--- src/rtl/atm_pkg.sv ---
// Constants shared by the converter front-end mode-control block
package atm_pkg;
  // ----------------------------------------
  // Command word layout
  // ----------------------------------------
  localparam int CMD_W = 16;
  localparam int ADDR_W = 4;
  localparam int DATA_W = 12;
  localparam int CNT_W = 5;
  localparam logic [CNT_W-1:0] CMD_BITS = 5'h10;
  // ----------------------------------------
  // Address codes
  // ----------------------------------------
  localparam logic [3:0] ADR_ENABLE_16 = 4'h0;
  localparam logic [3:0] ADR_AUX_DAC_ONE = 4'h1;
  localparam logic [3:0] ADR_AUX_DAC_TWO = 4'h2;
  localparam logic [3:0] ADR_AUX_DAC_THREE = 4'h3;
  localparam logic [3:0] ADR_INPHASE_TRIM = 4'h4;
  localparam logic [3:0] ADR_QUADRATURE_TRIM = 4'h5;
  localparam logic [3:0] ADR_COMMON_LEVEL = 4'h6;
  localparam logic [3:0] ADR_AUX_ADC = 4'h7;
  localparam logic [3:0] ADR_ENABLE_8 = 4'h8;
  // ----------------------------------------
  // Enable word field positions and setting field widths
  // ----------------------------------------
  localparam int POS_DIR_SOURCE = 3;
  localparam int POS_AUX_DAC_ONE_OFF = 4;
  localparam int POS_AUX_DAC_TWO_OFF = 5;
  localparam int POS_AUX_DAC_THREE_OFF = 6;
  localparam int POS_AUX_ADC_OFF = 9;
  localparam int TRIM_W = 6;
  localparam int COMMON_W = 2;
  // ----------------------------------------
  // Control nibble codes
  // ----------------------------------------
  localparam logic [3:0] NIB_EXT_ONE = 4'h3;
  localparam logic [3:0] NIB_EXT_TWO = 4'h4;
  localparam logic [3:0] NIB_EXT_THREE = 4'h5;
  localparam logic [3:0] NIB_EXT_FOUR = 4'h6;
  localparam logic [3:0] NIB_SER_SLOW_RX = 4'hB;
  localparam logic [3:0] NIB_SER_SLOW_TX = 4'hC;
  localparam logic [3:0] NIB_SER_FAST_RX = 4'hD;
  localparam logic [3:0] NIB_SER_FAST_TX = 4'hE;
  // ----------------------------------------
  // Reset values
  // ----------------------------------------
  localparam logic [3:0] RST_NIBBLE = NIB_EXT_TWO;
  localparam logic [11:0] RST_DAC_VALUE = 12'h000;
  localparam logic [5:0] RST_TRIM = 6'h00;
  localparam logic [1:0] RST_COMMON = 2'h0;
  // Serial-chosen direction at power-up
  localparam logic RST_SER_TX = 1'b0;
endpackage : atm_pkg

--- src/rtl/atm_shift_in.sv ---
// Serial command word receiver, MSB first
`timescale 1ns/100ps
`default_nettype none
module atm_shift_in
  import atm_pkg::*;
#(
  parameter int WIDTH = CMD_W
) (
  input wire logic i_clock,
  input wire logic i_sys_rst,
  input wire logic i_sel_n,
  input wire logic i_sclk_rise,
  input wire logic i_sdata,
  output logic o_word_valid,
  output logic [WIDTH-1:0] o_word
);
  typedef struct packed {
    logic [WIDTH-1:0] shift;
    logic [CNT_W-1:0] count;
    logic valid;
    logic [WIDTH-1:0] word;
  } atm_sh_t;
  atm_sh_t st_r;
  atm_sh_t st_nxt;

  always_comb begin
    st_nxt = st_r;
    st_nxt.valid = 1'b0;
    if (i_sel_n) begin
      st_nxt.count = '0;
    end else if (i_sclk_rise) begin
      st_nxt.shift = {st_r.shift[WIDTH-2:0], i_sdata};
      if (st_r.count == CMD_BITS - 5'h01) begin
        st_nxt.valid = 1'b1;
        st_nxt.word = {st_r.shift[WIDTH-2:0], i_sdata};
        st_nxt.count = '0;
      end else begin
        st_nxt.count = st_r.count + 5'h01;
      end
    end
  end

  always_ff @(posedge i_clock or posedge i_sys_rst) begin
    if (i_sys_rst) begin
      st_r <= '0;
    end else begin
      st_r <= st_nxt;
    end
  end

  assign o_word_valid = st_r.valid;
  assign o_word = st_r.word;

  full_word_a: assert property (@(posedge i_clock) disable iff (i_sys_rst)
    o_word_valid |-> $past(st_r.count) == CMD_BITS - 5'h01)
    else $error("Word issued before sixteen bits");
endmodule : atm_shift_in
`default_nettype wire

--- src/rtl/atm_mode_decode.sv ---
// Converter power and bus direction from control nibble and direction pin
`timescale 1ns/100ps
`default_nettype none
module atm_mode_decode
  import atm_pkg::*;
(
  input wire logic [3:0] i_nibble,
  input wire logic i_ser_tx,
  input wire logic i_dir_pin,
  output logic o_rx_on,
  output logic o_tx_on,
  output logic o_tx_dir
);
  logic tx;
  always_comb begin
    tx = i_nibble[POS_DIR_SOURCE] ? i_ser_tx : i_dir_pin;
    o_tx_dir = tx;
    o_rx_on = 1'b1;
    o_tx_on = 1'b1;
    case (i_nibble)
      NIB_EXT_ONE: o_rx_on = ~tx;
      NIB_EXT_TWO: o_tx_on = tx;
      NIB_EXT_THREE: begin
        o_rx_on = ~tx;
        o_tx_on = tx;
      end
      NIB_EXT_FOUR: o_rx_on = 1'b1;
      NIB_SER_SLOW_RX, NIB_SER_SLOW_TX: begin
        o_rx_on = ~tx;
        o_tx_on = tx;
      end
      NIB_SER_FAST_RX, NIB_SER_FAST_TX: o_rx_on = 1'b1;
      // Power-management codes lie outside this block; cores off
      default: begin
        o_rx_on = 1'b0;
        o_tx_on = 1'b0;
      end
    endcase
  end
endmodule : atm_mode_decode
`default_nettype wire

--- src/rtl/atm_mode_ctrl.sv ---
// Top of the converter front-end mode-control block
`timescale 1ns/100ps
`default_nettype none
module atm_mode_ctrl
  import atm_pkg::*;
(
  input wire logic i_clock,
  input wire logic i_sys_rst,
  input wire logic i_sel_n,
  input wire logic i_sclk,
  input wire logic i_sdata,
  input wire logic i_dir_pin,
  output logic o_rx_core_on,
  output logic o_tx_core_on,
  output logic o_bus_tx_dir,
  output logic [2:0] o_aux_dac_on,
  output logic o_aux_adc_on,
  output logic [DATA_W-1:0] o_aux_dac_one_value,
  output logic [DATA_W-1:0] o_aux_dac_two_value,
  output logic [DATA_W-1:0] o_aux_dac_three_value,
  output logic [TRIM_W-1:0] o_inphase_trim,
  output logic [TRIM_W-1:0] o_quadrature_trim,
  output logic [COMMON_W-1:0] o_common_level,
  output logic o_aux_adc_start,
  output logic [DATA_W-1:0] o_aux_adc_setup
);
  // ----------------------------------------
  // State
  // ----------------------------------------
  typedef struct packed {
    logic sclk_d;
    logic [3:0] nibble;
    logic ser_tx;
    logic [2:0] aux_dac_off;
    logic aux_adc_off;
    logic [DATA_W-1:0] dac_one;
    logic [DATA_W-1:0] dac_two;
    logic [DATA_W-1:0] dac_three;
    logic [TRIM_W-1:0] i_trim;
    logic [TRIM_W-1:0] q_trim;
    logic [COMMON_W-1:0] common;
    logic adc_start;
    logic [DATA_W-1:0] adc_setup;
    logic rx_on;
    logic tx_on;
    logic tx_dir;
  } atm_state_t;
  atm_state_t st_r;
  atm_state_t st_nxt;

  logic word_valid;
  logic [CMD_W-1:0] word;
  logic [ADDR_W-1:0] addr;
  logic [DATA_W-1:0] data;
  logic rx_on_c;
  logic tx_on_c;
  logic tx_dir_c;

  assign addr = word[ADDR_W-1:0];
  assign data = word[CMD_W-1:ADDR_W];

  // ----------------------------------------
  // Serial receiver
  // ----------------------------------------
  atm_shift_in #(
    .WIDTH(CMD_W)
  ) u_shift (
    .i_clock(i_clock),
    .i_sys_rst(i_sys_rst),
    .i_sel_n(i_sel_n),
    .i_sclk_rise(i_sclk & ~st_r.sclk_d),
    .i_sdata(i_sdata),
    .o_word_valid(word_valid),
    .o_word(word)
  );

  // ----------------------------------------
  // Mode decode from stored nibble
  // ----------------------------------------
  atm_mode_decode u_decode (
    .i_nibble(st_r.nibble),
    .i_ser_tx(st_r.ser_tx),
    .i_dir_pin(i_dir_pin),
    .o_rx_on(rx_on_c),
    .o_tx_on(tx_on_c),
    .o_tx_dir(tx_dir_c)
  );

  // ----------------------------------------
  // Command apply
  // ----------------------------------------
  always_comb begin
    st_nxt = st_r;
    st_nxt.sclk_d = i_sclk;
    st_nxt.adc_start = 1'b0;
    st_nxt.rx_on = rx_on_c;
    st_nxt.tx_on = tx_on_c;
    st_nxt.tx_dir = tx_dir_c;
    if (word_valid) begin
      case (addr)
        ADR_ENABLE_16: begin
          st_nxt.nibble = data[3:0];
          st_nxt.aux_dac_off[0] = data[POS_AUX_DAC_ONE_OFF];
          st_nxt.aux_dac_off[1] = data[POS_AUX_DAC_TWO_OFF];
          st_nxt.aux_dac_off[2] = data[POS_AUX_DAC_THREE_OFF];
          st_nxt.aux_adc_off = data[POS_AUX_ADC_OFF];
          // Reserved top bits ignored; host keeps them zero
          // Serial direction from nibble
          if (data[POS_DIR_SOURCE]) begin
            st_nxt.ser_tx = (data[3:0] == NIB_SER_SLOW_TX) || (data[3:0] == NIB_SER_FAST_TX);
          end
        end
        ADR_ENABLE_8: begin
          st_nxt.nibble = data[3:0];
          if (data[POS_DIR_SOURCE]) begin
            st_nxt.ser_tx = (data[3:0] == NIB_SER_SLOW_TX) || (data[3:0] == NIB_SER_FAST_TX);
          end
        end
        ADR_AUX_DAC_ONE: st_nxt.dac_one = data;
        ADR_AUX_DAC_TWO: st_nxt.dac_two = data;
        ADR_AUX_DAC_THREE: st_nxt.dac_three = data;
        ADR_INPHASE_TRIM: st_nxt.i_trim = data[TRIM_W-1:0];
        ADR_QUADRATURE_TRIM: st_nxt.q_trim = data[TRIM_W-1:0];
        ADR_COMMON_LEVEL: st_nxt.common = data[COMMON_W-1:0];
        ADR_AUX_ADC: begin
          st_nxt.adc_start = 1'b1;
          st_nxt.adc_setup = data;
        end
        default: st_nxt.adc_start = 1'b0;
      endcase
    end
  end

  always_ff @(posedge i_clock or posedge i_sys_rst) begin
    if (i_sys_rst) begin
      st_r <= '0;
      st_r.nibble <= RST_NIBBLE;
      st_r.ser_tx <= RST_SER_TX;
      st_r.dac_one <= RST_DAC_VALUE;
      st_r.dac_two <= RST_DAC_VALUE;
      st_r.dac_three <= RST_DAC_VALUE;
      st_r.i_trim <= RST_TRIM;
      st_r.q_trim <= RST_TRIM;
      st_r.common <= RST_COMMON;
      st_r.rx_on <= 1'b1;
    end else begin
      st_r <= st_nxt;
    end
  end

  // ----------------------------------------
  // Outputs
  // ----------------------------------------
  assign o_rx_core_on = st_r.rx_on;
  assign o_tx_core_on = st_r.tx_on;
  assign o_bus_tx_dir = st_r.tx_dir;
  assign o_aux_dac_on = ~st_r.aux_dac_off;
  assign o_aux_adc_on = ~st_r.aux_adc_off;
  assign o_aux_dac_one_value = st_r.dac_one;
  assign o_aux_dac_two_value = st_r.dac_two;
  assign o_aux_dac_three_value = st_r.dac_three;
  assign o_inphase_trim = st_r.i_trim;
  assign o_quadrature_trim = st_r.q_trim;
  assign o_common_level = st_r.common;
  assign o_aux_adc_start = st_r.adc_start;
  assign o_aux_adc_setup = st_r.adc_setup;

  // ----------------------------------------
  // Checks
  // ----------------------------------------
  ext_one_a: assert property (@(posedge i_clock) disable iff (i_sys_rst)
    st_r.nibble == NIB_EXT_ONE |=> o_rx_core_on == ~o_bus_tx_dir && o_tx_core_on)
    else $error("Setting one power wrong");
  ext_two_a: assert property (@(posedge i_clock) disable iff (i_sys_rst)
    st_r.nibble == NIB_EXT_TWO |=> o_rx_core_on && o_tx_core_on == o_bus_tx_dir)
    else $error("Setting two power wrong");
  ext_three_a: assert property (@(posedge i_clock) disable iff (i_sys_rst)
    st_r.nibble == NIB_EXT_THREE |=> o_rx_core_on != o_tx_core_on)
    else $error("Setting three power wrong");
  ext_four_a: assert property (@(posedge i_clock) disable iff (i_sys_rst)
    st_r.nibble == NIB_EXT_FOUR |=> o_rx_core_on && o_tx_core_on)
    else $error("Setting four power wrong");
  pin_follow_a: assert property (@(posedge i_clock) disable iff (i_sys_rst)
    !st_r.nibble[POS_DIR_SOURCE] |=> o_bus_tx_dir == $past(i_dir_pin))
    else $error("Direction does not follow pin");
  slow_tx_a: assert property (@(posedge i_clock) disable iff (i_sys_rst)
    st_r.nibble == NIB_SER_SLOW_TX && st_r.ser_tx |=> o_bus_tx_dir && !o_rx_core_on)
    else $error("Serial slow transmit wrong");
  fast_both_a: assert property (@(posedge i_clock) disable iff (i_sys_rst)
    st_r.nibble == NIB_SER_FAST_RX |=> o_rx_core_on && o_tx_core_on && !o_bus_tx_dir)
    else $error("Serial fast receive wrong");
  dac_store_a: assert property (@(posedge i_clock) disable iff (i_sys_rst)
    word_valid && addr == ADR_AUX_DAC_TWO |=> o_aux_dac_two_value == $past(data))
    else $error("Aux DAC value not stored");
  adc_start_a: assert property (@(posedge i_clock) disable iff (i_sys_rst)
    o_aux_adc_start |-> $past(word_valid) && $past(addr) == ADR_AUX_ADC)
    else $error("Spurious conversion start");
  dac_power_a: assert property (@(posedge i_clock) disable iff (i_sys_rst)
    word_valid && addr == ADR_ENABLE_16
    |=> o_aux_dac_on[0] == ~$past(data[POS_AUX_DAC_ONE_OFF]))
    else $error("Aux DAC power bit wrong");

  // ----------------------------------------
  // Per-setting and per-register checks
  // ----------------------------------------
  ext_one_rx_a: assert property (@(posedge i_clock) disable iff (i_sys_rst)
    st_r.nibble == NIB_EXT_ONE && !i_dir_pin |=> o_rx_core_on && o_tx_core_on && !o_bus_tx_dir)
    else $error("Setting one receive wrong");
  ext_one_tx_a: assert property (@(posedge i_clock) disable iff (i_sys_rst)
    st_r.nibble == NIB_EXT_ONE && i_dir_pin |=> !o_rx_core_on && o_tx_core_on && o_bus_tx_dir)
    else $error("Setting one transmit wrong");
  ext_two_rx_a: assert property (@(posedge i_clock) disable iff (i_sys_rst)
    st_r.nibble == NIB_EXT_TWO && !i_dir_pin |=> o_rx_core_on && !o_tx_core_on && !o_bus_tx_dir)
    else $error("Setting two receive wrong");
  ext_three_tx_a: assert property (@(posedge i_clock) disable iff (i_sys_rst)
    st_r.nibble == NIB_EXT_THREE && i_dir_pin |=> !o_rx_core_on && o_tx_core_on && o_bus_tx_dir)
    else $error("Setting three transmit wrong");
  slow_rx_a: assert property (@(posedge i_clock) disable iff (i_sys_rst)
    st_r.nibble == NIB_SER_SLOW_RX |=> o_rx_core_on && !o_tx_core_on && !o_bus_tx_dir)
    else $error("Serial slow receive wrong");
  fast_tx_a: assert property (@(posedge i_clock) disable iff (i_sys_rst)
    st_r.nibble == NIB_SER_FAST_TX |=> o_rx_core_on && o_tx_core_on && o_bus_tx_dir)
    else $error("Serial fast transmit wrong");
  serial_dir_a: assert property (@(posedge i_clock) disable iff (i_sys_rst)
    st_r.nibble[POS_DIR_SOURCE] |=> o_bus_tx_dir == $past(st_r.ser_tx))
    else $error("Serial direction follows pin");
  dac_one_store_a: assert property (@(posedge i_clock) disable iff (i_sys_rst)
    word_valid && addr == ADR_AUX_DAC_ONE |=> o_aux_dac_one_value == $past(data))
    else $error("Aux DAC one value not stored");
  dac_three_store_a: assert property (@(posedge i_clock) disable iff (i_sys_rst)
    word_valid && addr == ADR_AUX_DAC_THREE |=> o_aux_dac_three_value == $past(data))
    else $error("Aux DAC three value not stored");
  inphase_trim_a: assert property (@(posedge i_clock) disable iff (i_sys_rst)
    word_valid && addr == ADR_INPHASE_TRIM |=> o_inphase_trim == $past(data[TRIM_W-1:0]))
    else $error("Inphase trim not stored");
  quad_trim_a: assert property (@(posedge i_clock) disable iff (i_sys_rst)
    word_valid && addr == ADR_QUADRATURE_TRIM |=> o_quadrature_trim == $past(data[TRIM_W-1:0]))
    else $error("Quadrature trim not stored");
  common_store_a: assert property (@(posedge i_clock) disable iff (i_sys_rst)
    word_valid && addr == ADR_COMMON_LEVEL |=> o_common_level == $past(data[COMMON_W-1:0]))
    else $error("Common level not stored");
  adc_pulse_a: assert property (@(posedge i_clock) disable iff (i_sys_rst)
    word_valid && addr == ADR_AUX_ADC
    |=> o_aux_adc_start && o_aux_adc_setup == $past(data))
    else $error("Conversion start missing");
  start_one_cycle_a: assert property (@(posedge i_clock) disable iff (i_sys_rst)
    o_aux_adc_start |=> !o_aux_adc_start)
    else $error("Conversion start stretched");
  dac_power_two_a: assert property (@(posedge i_clock) disable iff (i_sys_rst)
    word_valid && addr == ADR_ENABLE_16
    |=> o_aux_dac_on[1] == ~$past(data[POS_AUX_DAC_TWO_OFF]))
    else $error("Aux DAC two power bit wrong");
  dac_power_three_a: assert property (@(posedge i_clock) disable iff (i_sys_rst)
    word_valid && addr == ADR_ENABLE_16
    |=> o_aux_dac_on[2] == ~$past(data[POS_AUX_DAC_THREE_OFF]))
    else $error("Aux DAC three power bit wrong");
  adc_power_a: assert property (@(posedge i_clock) disable iff (i_sys_rst)
    word_valid && addr == ADR_ENABLE_16
    |=> o_aux_adc_on == ~$past(data[POS_AUX_ADC_OFF]))
    else $error("Aux ADC power bit wrong");
  short_keeps_aux_a: assert property (@(posedge i_clock) disable iff (i_sys_rst)
    word_valid && addr == ADR_ENABLE_8 |=> $stable(o_aux_dac_on) && $stable(o_aux_adc_on))
    else $error("Short word changed aux power");
  short_nibble_a: assert property (@(posedge i_clock) disable iff (i_sys_rst)
    word_valid && addr == ADR_ENABLE_8 |=> st_r.nibble == $past(data[3:0]))
    else $error("Short word nibble not stored");
  wide_nibble_a: assert property (@(posedge i_clock) disable iff (i_sys_rst)
    word_valid && addr == ADR_ENABLE_16 |=> st_r.nibble == $past(data[3:0]))
    else $error("Wide word nibble not stored");
  settings_hold_a: assert property (@(posedge i_clock) disable iff (i_sys_rst)
    !word_valid |=> $stable(o_aux_dac_one_value) && $stable(o_aux_dac_two_value)
      && $stable(o_aux_dac_three_value) && $stable(o_inphase_trim)
      && $stable(o_quadrature_trim) && $stable(o_common_level))
    else $error("Stored setting changed without a word");
  aux_hold_a: assert property (@(posedge i_clock) disable iff (i_sys_rst)
    !word_valid |=> $stable(o_aux_dac_on) && $stable(o_aux_adc_on) && $stable(st_r.nibble))
    else $error("Power setting changed without a word");
endmodule : atm_mode_ctrl
`default_nettype wire

--- config.mk ---
export PLATFORM = sky130hd
export DESIGN_NAME = atm_mode_ctrl
export DESIGN_NICKNAME = d
export VERILOG_FILES = /design/src/rtl/atm_pkg.sv /design/src/rtl/atm_shift_in.sv /design/src/rtl/atm_mode_decode.sv /design/src/rtl/atm_mode_ctrl.sv
export SDC_FILE = /design/constraint.sdc
export NUM_CORES = 1
export LEC_CHECK = 0
export BUFFER_PORTS_ARGS = -buffer_cell sky130_fd_sc_hd__buf_2
export CORE_MARGIN = 3
export CORE_UTILIZATION = 61
export CTS_CLUSTER_DIAMETER = 40
export DETAILED_ROUTE_END_ITERATION = 12
export PLACE_DENSITY_LB_ADDON = 0.08
export SYNTH_ARGS = -nofsm -noshare
export SYNTH_HDL_FRONTEND = slang
export SYNTH_HIERARCHICAL = 1
export SYNTH_SLANG_ARGS = --single-unit
export TNS_END_PERCENT = 100
--- constraint.sdc ---
create_clock -name i_clock -period 7.04 [get_ports i_clock]
set_input_delay 1.056 -clock i_clock [delete_from_list [all_inputs] [get_ports i_clock]]
set_output_delay 1.056 -clock i_clock [all_outputs]
set_load 0.05 [all_outputs]
==> results.yml, run 1 <==
setup_path:
  slowest_stage: "nor3_4"
  crit_arrival_ns: 3.25
  crit_family: "simple AND/OR/NAND/NOR gates"
  path_buf_inv: 1
  worstPathCellList: "buf_2 -> nor2b_1 -> nand2b_1 -> nor3_4 -> mux2_2"
  cp-end-kind: "flop"
  slowest_delay_ns: 0.95
  worst-setup-path-type: "input port to flop"
  cp-start-kind: "input port"
  worst-path-max-fanout: 17
  required_ns: 7.42
run:
  cap_violations: 0
pwr:
  p_leak_nw: 2.91
  power_per_cell_area_mw_per_mm2: 286
  ir_worst_vdd_v: 0.000175
  power_w: 0.00157
logic_synthesis:
  synth_common_cells: "dfrtp_1, mux2_2, buf_4"
  async_flop_share: 1.00
  syn-num-nets: 367
  synth_most_common_cell: "dfrtp_1"
  post_synth_num_cell_types: 35
  synth_edf_count: 0
  syn_avg_cell_area_um2: 14.0
  synth_ff_type: "dfrtp_1"
  syn-cell-area_mm2: 0.00503
  synth_area_leaders: "dfrtp_1, mux2_2, buf_4, mux2_4, mux2_1"
  synth_top_cell_by_area: "dfrtp_1"
  synth.yosys.warnings: 6
  syn_inst: 360
  synth-seq-cells: 113
  ys_seq_area_frac: 0.562
  netlist.area_leader.share: 0.552
final_layout:
  drive_gt1_frac: 0.549
  syn_to_final_growth_pct: 9.40
  finalNonFillerCells: 486
  diodes: 0
  nets: 379
route:
  drtAntennaViolNets: 0
  num_vias: 2526
  drtIter0Drc: 115
  wl_per_cell_um: 17.0
  drc: 0
  drt-total-wl_um: 8270
  drtPass1Iterations: 4
  avgViaCountPerCell: 5.20
outcome:
  status: "completed"
clocking:
  numCtsBuffers: 17
  cts.sinks: 113
  max-clock-path-buffers: 2
  cts-root-buf: "clkbuf_8"
  insertion_delay_ns: 0.50
  htree_levels: 4
  tritoncts: "yes"
  post_cts_resized: 0
  ctsHoldBuffers: 0
  path_clk_slew_ns: 0.05
  cts_setup_buffers: 0
sta:
  post-route-period-util: 0.407
  fmax_ghz: 0.349
  fin_crit_ns: 2.87
  setup_total_negative_slack_ns: 0
  clock-skew-final_ns: 0.00986
  hold_viol: 0
  worstMarginPinSlew_ns: 0.950
  relSlewSlack: 0.365
  finalSetupViolCount: 0
  final-max-slew-violation-count: 0
  rsz0062_at_grt: "false"
global_routing:
  first_global_vias: 2765
  grt.total_usage: 0.196
  grt_pass1_wl_um: 14400
  antenna_found_initial: 0
  grt_overflow: 0
  grt_start_max_net_pins: 77
placement:
  place.port_buffers: 75
  globalplace.congestion: 0.733
  dp.cells: 455
  dp_hpwl_um: 5380
floorplanning:
  io_pins: 76
  num_rows: 32
  core_mm2: 0.00785
  initial_utilization: 0.641
  die_w_um: 96.8
  die_area_mm2: 0.00938
  fp.dieH_um: 96.8
hold_path:
  hold_path_class: "flop to flop"
-- logic make-up (layout without fill, tap and decap cells) --
kind of cell,count (synthesis),count (layout),share of synthesized area
buf+inv,97,121,0.137
simple gates,32,32,0.0440
compound gates,14,14,0.0179
xor+xnor,2,2,0.00348
flops,113,113,0.562
fa+ha+maj,1,1,0.00249
mux,101,101,0.233
-- layer usage --
layer | up-vias | global-route usage | share of wire
met5 | - | 0 | 0
met4 | 0 | 0.0680 | 0.0076
li1 | 1182 | - | -
met2 | 56 | 0.313 | 0.51
met3 | 5 | 0.0634 | 0.040
met1 | 1283 | 0.254 | 0.44
-- cell type report --
class,instances,area [µm²]
multi-input combinational,150,1520
clock buffer,20,445
inverter,12,45.0
timing repair buffer,78,398
tap,102,128
fill,570,2340
clock inverter,11,138
sequential,113,2830
-- per-stage QoR --
step / setup slack (ns) / hold slack (ns) / instance area, µm² / util
2_1_floorplan: 4.05 / 0.465 / 5030 / -
3_3_place_gp: 3.72 / 0.472 / 4920 / 0.627
3_5_place_dp: 3.65 / 0.476 / 4920 / 0.627
4_1_cts: 4.16 / 0.489 / 5510 / 0.702
5_1_grt: 3.93 / 0.515 / 5510 / 0.702
6_report: 4.17 / 0.484 / 5510 / 0.702
-- path summary, 6_finish.rpt --
check,from,endpoint,slack [ns],cells after the start
min in group asynchronous,i_sys_rst,u_shift/st_r[19]$_DFFE_PP0P_,0.66,3
setup / recovery,i_sclk,u_shift/o_word[9]$_DFFE_PP0P_,4.17,5
max in group asynchronous,i_sys_rst,o_common_level[0]$_DFFE_PP0P_,5.56,3
hold / removal,o_aux_dac_two_value[4]$_DFFE_PP0P_,o_aux_dac_two_value[4]$_DFFE_PP0P_,0.48,1
hold reg to reg,o_aux_dac_two_value[4]$_DFFE_PP0P_,o_aux_dac_two_value[4]$_DFFE_PP0P_,0.48,1
setup reg to reg,st_r[75]$_DFF_PP0_,u_shift/o_word[9]$_DFFE_PP0P_,4.47,4
-- state kept, by name (all words and copies together) (netlist names), 2 cells and up --
signal	cells
st_r	10
o_common_level	2
o_aux_adc_setup	12
o_inphase_trim	6
o_aux_dac_three_value	12
o_aux_dac_two_value	12
u_shift/st_r	20
o_aux_dac_one_value	12
o_quadrature_trim	6
u_shift/o_word	16
-- cells in the final DEF (no fill, tap or decap), types with 3 or more instances in the layout --
cell type and n:
dfrtp_1 111, mux2_2 82, buf_2 75, clkbuf_16 16, inv_1 11, mux2_1 10, mux2_4 9, nand2_1 8
o21ai_0 7, clkinv_2 5, nor2_1 4, nand3b_1 3, clkbuf_8 3, bufinv_16 3, clkinvlp_4 3, buf_4 3
a21oi_1 3
-- power breakdown --
group	switching, W	total (W)	internal (W)
clock	0.000278	0.000829	0.000551
combinational	0.0000231	0.0000457	0.0000226
sequential	0.0000215	0.000697	0.000676
Power figures use the tool's default switching activity.
==> run 2: changes to the inputs <==
--- a/config.mk
+++ b/config.mk
@@ -5,9 +5,10 @@
 export SDC_FILE = /design/constraint.sdc
 export NUM_CORES = 1
 export LEC_CHECK = 0
+export ABC_AREA = 1
 export BUFFER_PORTS_ARGS = -buffer_cell sky130_fd_sc_hd__buf_2
 export CORE_MARGIN = 3
-export CORE_UTILIZATION = 61
+export CORE_UTILIZATION = 52
 export CTS_CLUSTER_DIAMETER = 40
 export DETAILED_ROUTE_END_ITERATION = 12
 export PLACE_DENSITY_LB_ADDON = 0.08
==> constraint.sdc (replaced) <==
create_clock -name i_clock -period 2.4 [get_ports i_clock]
set_input_delay 0.36 -clock i_clock [delete_from_list [all_inputs] [get_ports i_clock]]
set_output_delay 0.36 -clock i_clock [all_outputs]
set_load 0.05 [all_outputs]
==> run 2 against run 1 <==
  * Routed wire length rose by 29%
  * Clock power grew to 3.4 times the previous value
  * First-iteration DRC count up 80%
  * Global-route usage grew 0.66 points
  * Area after synthesis increased by 5.1%
  * Final cell count increased by 55%
  * Sequential share of layout area decreased by 2.8 points
  * Final area up 5.8%
  * Sequential power grew to 2.9 times the previous value
  * Core utilization decreased by 11 points
  * Clock skew down 0.0016 ns
  * Via count grew 48%
  * Largest cell class unchanged
  * Highest routed layer unchanged
==> results.yml, run 2 <==
setup_path:
  required_ns: 2.79
  cp-start-kind: "flop"
  worstRegToRegCells: 5
  cp-end-kind: "flop"
  r2r_setup_slack_ns: 0.58
  reg2reg_to: "o_aux_dac_one_value[8]$_DFFE_PP0P_"
  r2r_start: "u_shift/o_word[0]$_DFFE_PP0P_"
  worst-setup-path-type: "flop to flop"
  worst-path-max-fanout: 12
  crit_arrival_ns: 2.21
logic_synthesis:
  synth.yosys.warnings: 6
  synth_ff_type: "dfrtp_1"
  synth_most_common_cell: "nand2_1"
  syn_inst: 610
  ys_seq_area_frac: 0.535
  synth-seq-cells: 113
  syn-cell-area_mm2: 0.00529
  synth_common_cells: "nand2_1, dfrtp_1, buf_4"
  syn-num-nets: 617
  synth_area_leaders: "dfrtp_1, nand2_1, buf_4, nand4_1, nand3_1"
  netlist.area_leader.share: 0.525
  syn_avg_cell_area_um2: 8.67
  post_synth_num_cell_types: 23
  synth_edf_count: 0
  async_flop_share: 1.00
  synth_top_cell_by_area: "dfrtp_1"
pwr:
  power_per_cell_area_mw_per_mm2: 844
  ir_worst_vdd_v: 0.000612
  p_leak_nw: 3.23
clocking:
  cts-root-buf: "clkbuf_8"
  numCtsBuffers: 17
  path_clk_slew_ns: 0.06
  cts_setup_buffers: 0
  tritoncts: "yes"
  post_cts_resized: 0
  ctsHoldBuffers: 2
  htree_levels: 4
  insertion_delay_ns: 0.50
  cts.sinks: 113
  max-clock-path-buffers: 2
sta:
  fmax_ghz: 0.551
  worstMarginPinSlew_ns: 0.616
  fin_crit_ns: 1.82
  relSlewSlack: 0.589
  finalSetupViolCount: 0
  final-max-slew-violation-count: 0
  finalWorstSetupSlack_ns: 0.584
  clock-skew-final_ns: 0.00822
  post-route-period-util: 0.757
  rsz0062_at_grt: "false"
  setup_total_negative_slack_ns: 0
  hold_viol: 0
floorplanning:
  io_pins: 76
  die_area_mm2: 0.0114
  fp.dieH_um: 107
  core_mm2: 0.00982
  num_rows: 36
  die_w_um: 107
  initial_utilization: 0.538
global_routing:
  grt_overflow: 0
  grt.total_usage: 0.203
  first_global_vias: 3565
  grt_pass1_wl_um: 18000
  antenna_found_initial: 0
  grt_start_max_net_pins: 46
outcome:
  status: "completed"
run:
  cap_violations: 0
route:
  dr_wl_met2_um: 5200
  wl_per_cell_um: 14.2
  drtAntennaViolNets: 0
  drtIter0Drc: 207
  drtPass1Iterations: 5
  top_layer_used: "met4"
  drc: 0
  drt-met1-wl_um: 4760
  num_vias: 3751
  avgViaCountPerCell: 4.99
  met3_length_um: 660
  drt-total-wl_um: 10700
final_layout:
  diodes: 0
  nets: 613
  layout_commonest_cell: "nand2_1"
  largest-register: "u_shift/st_r"
  fill_cells: 925
  layout_common_cells: "nand2_1, dfrtp_1, buf_2"
  multiInputGateArea_mm2: 0.00155
  seq_area_mm2: 0.00283
  drive_gt1_frac: 0.212
  largest_reg_flops: 20
  syn_to_final_growth_pct: 10.2
hold_path:
  min_from: "i_sel_n"
  whs_endpoint: "u_shift/st_r[21]$_DFFE_PP0P_"
  whs_path_depth: 2
  hold_path_class: "input port to flop"
placement:
  globalplace.congestion: 0.828
  place.port_buffers: 75
  preCtsSetupSlack_ns: 0.581
  dp_hpwl_um: 7140
## run 2: cell types whose count changed in the layout (fill, tap and decap cells not counted), sizes merged, moves of 3 or more
cell,change
bufinv,+3
nor4b,-3
mux2,-101
nand3,+36
nand2,+200
o21ai,+23
nand3b,-3
nand4,+41
nor2,+17
buf,+7
inv,+25
## run 2: how the worst max path moves through the flow
stage                             startpoint                                 end  slack [ns]
2_1_floorplan                      i_sys_rst      o_aux_adc_setup[0]$_DFFE_PP0P_        0.10
3_3_place_gp   u_shift/o_word[0]$_DFFE_PP0P_  o_aux_dac_one_value[8]$_DFFE_PP0P_        0.63
3_5_place_dp   u_shift/o_word[0]$_DFFE_PP0P_  o_aux_dac_one_value[8]$_DFFE_PP0P_        0.58
4_1_cts        u_shift/o_word[0]$_DFFE_PP0P_  o_aux_dac_one_value[8]$_DFFE_PP0P_        0.55
5_1_grt        u_shift/o_word[0]$_DFFE_PP0P_  o_aux_dac_one_value[1]$_DFFE_PP0P_        0.32
6_report       u_shift/o_word[0]$_DFFE_PP0P_  o_aux_dac_one_value[8]$_DFFE_PP0P_        0.58
## run 2: per-layer routing
metal  track usage  up-vias
li1              -     1869
met1         0.281     1784
met2         0.320       94
met3        0.0476        4
met4        0.0603        0
met5             0        -
## run 2: area by class of cell
type / count / area share
clock buffers: 18 / 0.0735
clock inverters: 14 / 0.0406
inverters: 39 / 0.0253
multi-input cells: 348 / 0.265
flip-flops and latches: 113 / 0.486
well taps: 133 / 0.0286
repair buffers: 87 / 0.0808
## run 2: cell families after synthesis
logic type / synth area share
AND/OR/NAND/NOR: 0.257
buffers and inverters: 0.173
flip-flops: 0.535
AO/OA/AOI/OAI: 0.0331
adder cells (fa/ha/maj): 0.00237
## run 2: worst max-delay path, cell delays in order (launching register included)
cell     delay, ns
dfrtp_1       0.47
inv_1         0.06
nor2_1        0.42
nand3_1       0.49
nand2_1       0.18
nand2_1       0.08
## run 2: through the flow
step / util / std cells / cell area (µm²) / hold WS [ns] / total power [W]
after detailed placement: 0.523 / 718 / 5140 / 0.276 / 0.00217
after CTS: 0.593 / 752 / 5820 / 0.0738 / 0.00496
after global routing: 0.593 / 752 / 5820 / 0.0841 / 0.00509
after floorplan: - / 610 / 5290 / 0.391 / 0.00212
after global placement: 0.523 / 718 / 5140 / 0.264 / 0.00216
final: 0.593 / 752 / 5820 / 0.0937 / 0.00492
## run 2: power by group
group          leakage, nW  internal (W)  switching (W)
clock network        0.309       0.00192       0.000866
registers             1.54       0.00196      0.0000290
logic                 1.38     0.0000404      0.0000995
==> run 3: changes to the inputs <==
==> constraint.sdc (replaced) <==
create_clock -name i_clock -period 1.45 [get_ports i_clock]
set_input_delay 0.2175 -clock i_clock [delete_from_list [all_inputs] [get_ports i_clock]]
set_output_delay 0.2175 -clock i_clock [all_outputs]
set_load 0.05 [all_outputs]
==> run 3 against run 2 <==
  * Global-route usage grew 0.091 points
  * Largest power group unchanged
  * Final area increased by 2.1%
  * Critical path depth is 4 lower
  * Sequential share of layout area decreased by 0.97 points
  * Sequential power rose by 66%
  * Final cell count rose by 2.3%
==> results.yml, run 3 (synthesized netlist as in run 2, its figures left out) <==
outcome:
  status: "completed"
final_layout:
  drive_gt1_frac: 0.231
  fill_cells: 890
  largest_reg_flops: 20
  largest-register: "u_shift/st_r"
  layout_common_cells: "nand2_1, dfrtp_1, buf_2"
  diodes: 0
  design_area_mm2: 0.00595
  nets: 630
  layout_commonest_cell: "nand2_1"
  syn_to_final_growth_pct: 12.4
placement:
  place.port_buffers: 75
  dp_hpwl_um: 7230
  globalplace.congestion: 0.765
  preCtsSetupSlack_ns: 0.0392
  post_dp_cell_area_mm2: 0.00528
sta:
  final-max-slew-violation-count: 0
  relSlewSlack: 0.672
  post-route-period-util: 0.972
  fmax_ghz: 0.710
  clock-skew-final_ns: 0.00812
  hold_viol: 0
  finalSetupViolCount: 0
  finalWorstSetupSlack_ns: 0.0408
  fin_crit_ns: 1.41
  worstMarginPinSlew_ns: 0.492
clocking:
  cts.sinks: 113
  numCtsBuffers: 17
  cts-root-buf: "clkbuf_8"
  max-clock-path-buffers: 2
  insertion_delay_ns: 0.50
  tritoncts: "yes"
  path_clk_slew_ns: 0.05
  htree_levels: 4
global_routing:
  grt.total_usage: 0.204
  first_global_vias: 3640
  antenna_found_initial: 0
  grt_pass1_wl_um: 18000
  grt_start_max_net_pins: 77
  grt_overflow: 0
floorplanning:
  num_rows: 36
  die_area_mm2: 0.0114
  initial_utilization: 0.538
  fp.dieH_um: 107
  die_w_um: 107
  io_pins: 76
  core_mm2: 0.00982
route:
  top_layer_used: "met4"
  drtIter0Drc: 152
  drt-met1-wl_um: 4920
  drtPass1Iterations: 5
  dr_wl_met2_um: 5400
  met3_length_um: 635
  avgViaCountPerCell: 5.01
  drt-total-wl_um: 11100
  wl_per_cell_um: 14.5
  num_vias: 3855
  drc: 0
  drtAntennaViolNets: 0
setup_path:
  worstRegToRegCells: 8
  r2r_start: "u_shift/st_r[18]$_DFFE_PP0P_"
  crit_arrival_ns: 1.19
  worst-setup-path-type: "flop to primary output"
  path_buf_inv: 1
  crit_family: "flip-flops"
  reg2reg_to: "u_shift/o_word[0]$_DFFE_PP0P_"
  slowest_delay_ns: 0.51
  required_ns: 1.23
  worstPathCellList: "buf_4"
  cp-end-kind: "primary output"
  worst-path-max-fanout: 1
  cp-start-kind: "flop"
  r2r_setup_slack_ns: 0.09
  slowest_stage: "dfstp_2"
hold_path:
  hold_path_class: "input port to flop"
  min_from: "i_sclk"
  whs_endpoint: "st_r[75]$_DFF_PP0_"
  whs_path_depth: 2
pwr:
  power_per_cell_area_mw_per_mm2: 1230
  p_leak_nw: 3.29
  ir_worst_vdd_v: 0.000873
run:
  cap_violations: 0
-- run 3: cell count changes in the layout (fill, tap and decap cells not counted), moves of 3 or more --
cell           previous run  this run
buf_12                    0         5
clkinv_2                  3         8
clkbuf_1                  0         3
bufinv_16                 6         2
dlygate4sd3_1             2         5
buf_2                    75        71
buf_4                    10        20
-- run 3: worst reg2reg max path: cells and delay by family, from the launching register on --
kind,cells,cell delay (ns)
flip-flops,1,0.39
adder cells (fa/ha/maj),1,0.20
AND/OR/NAND/NOR,4,0.41
buffers and inverters,3,0.30
-- run 3: metal layers --
metal	vias up	GRT usage
li1	1903	-
met1	1841	0.269
met2	97	0.327
met3	14	0.0361
met4	0	0.0977
met5	-	0
-- run 3: per-stage QoR --
step / std cells / setup TNS (ns) / hold WS [ns] / utilization / total power [W]
after floorplan: 610 / 0 / 0.249 / - / 0.00351
after CTS: 765 / 0 / 0.358 / 0.598 / 0.00738
after global routing: 769 / -0.00121 / 0.384 / 0.606 / 0.00760
after global placement: 728 / 0 / 0.338 / 0.538 / 0.00359
final: 769 / 0 / 0.377 / 0.606 / 0.00732
after detailed placement: 728 / 0 / 0.348 / 0.538 / 0.00359
-- run 3: area by class of cell --
| cell class | count | area (µm²) | area share |
|---|---|---|---|
| clock inverter | 12 | 118 | 0.0198 |
| sequential | 113 | 2830 | 0.476 |
| clock buffer | 20 | 425 | 0.0715 |
| inverter | 39 | 151 | 0.0255 |
| timing repair buffer | 104 | 696 | 0.117 |
| tap | 133 | 166 | 0.0280 |
| multi-input combinational | 348 | 1560 | 0.262 |
-- run 3: worst max path at each step --
stage          slack (ns)  cells after the start                        endpoint                          from
6_report             0.04                      1                    o_rx_core_on        o_rx_core_on$_DFF_PP1_
3_3_place_gp         0.09                      8   u_shift/o_word[0]$_DFFE_PP0P_  u_shift/st_r[17]$_DFFE_PP0P_
2_1_floorplan        0.20                      8  u_shift/o_word[10]$_DFFE_PP0P_  u_shift/st_r[17]$_DFFE_PP0P_
5_1_grt            -0.001                      1                    o_rx_core_on        o_rx_core_on$_DFF_PP1_
3_5_place_dp         0.04                      8   u_shift/o_word[0]$_DFFE_PP0P_  u_shift/st_r[17]$_DFFE_PP0P_
4_1_cts              0.01                      2                 o_aux_dac_on[0]          st_r[67]$_DFFE_PP0P_
-- run 3: where the power goes --
group / total, W / switching (W) / internal [W]
logic: 0.000256 / 0.000172 / 0.0000835
registers: 0.00330 / 0.0000446 / 0.00325
clock network: 0.00377 / 0.00136 / 0.00241
total: 0.00732 / 0.00157 / 0.00575
-- run 3: repair_timing --
item,in CTS,in global routing
hold endpoints to repair,118,0
gates cloned,0,1
gates resized for setup,1,9
hold buffers,5,0
setup buffers,0,3
endpoints found under the setup margin,1,30
pin swaps,0,2
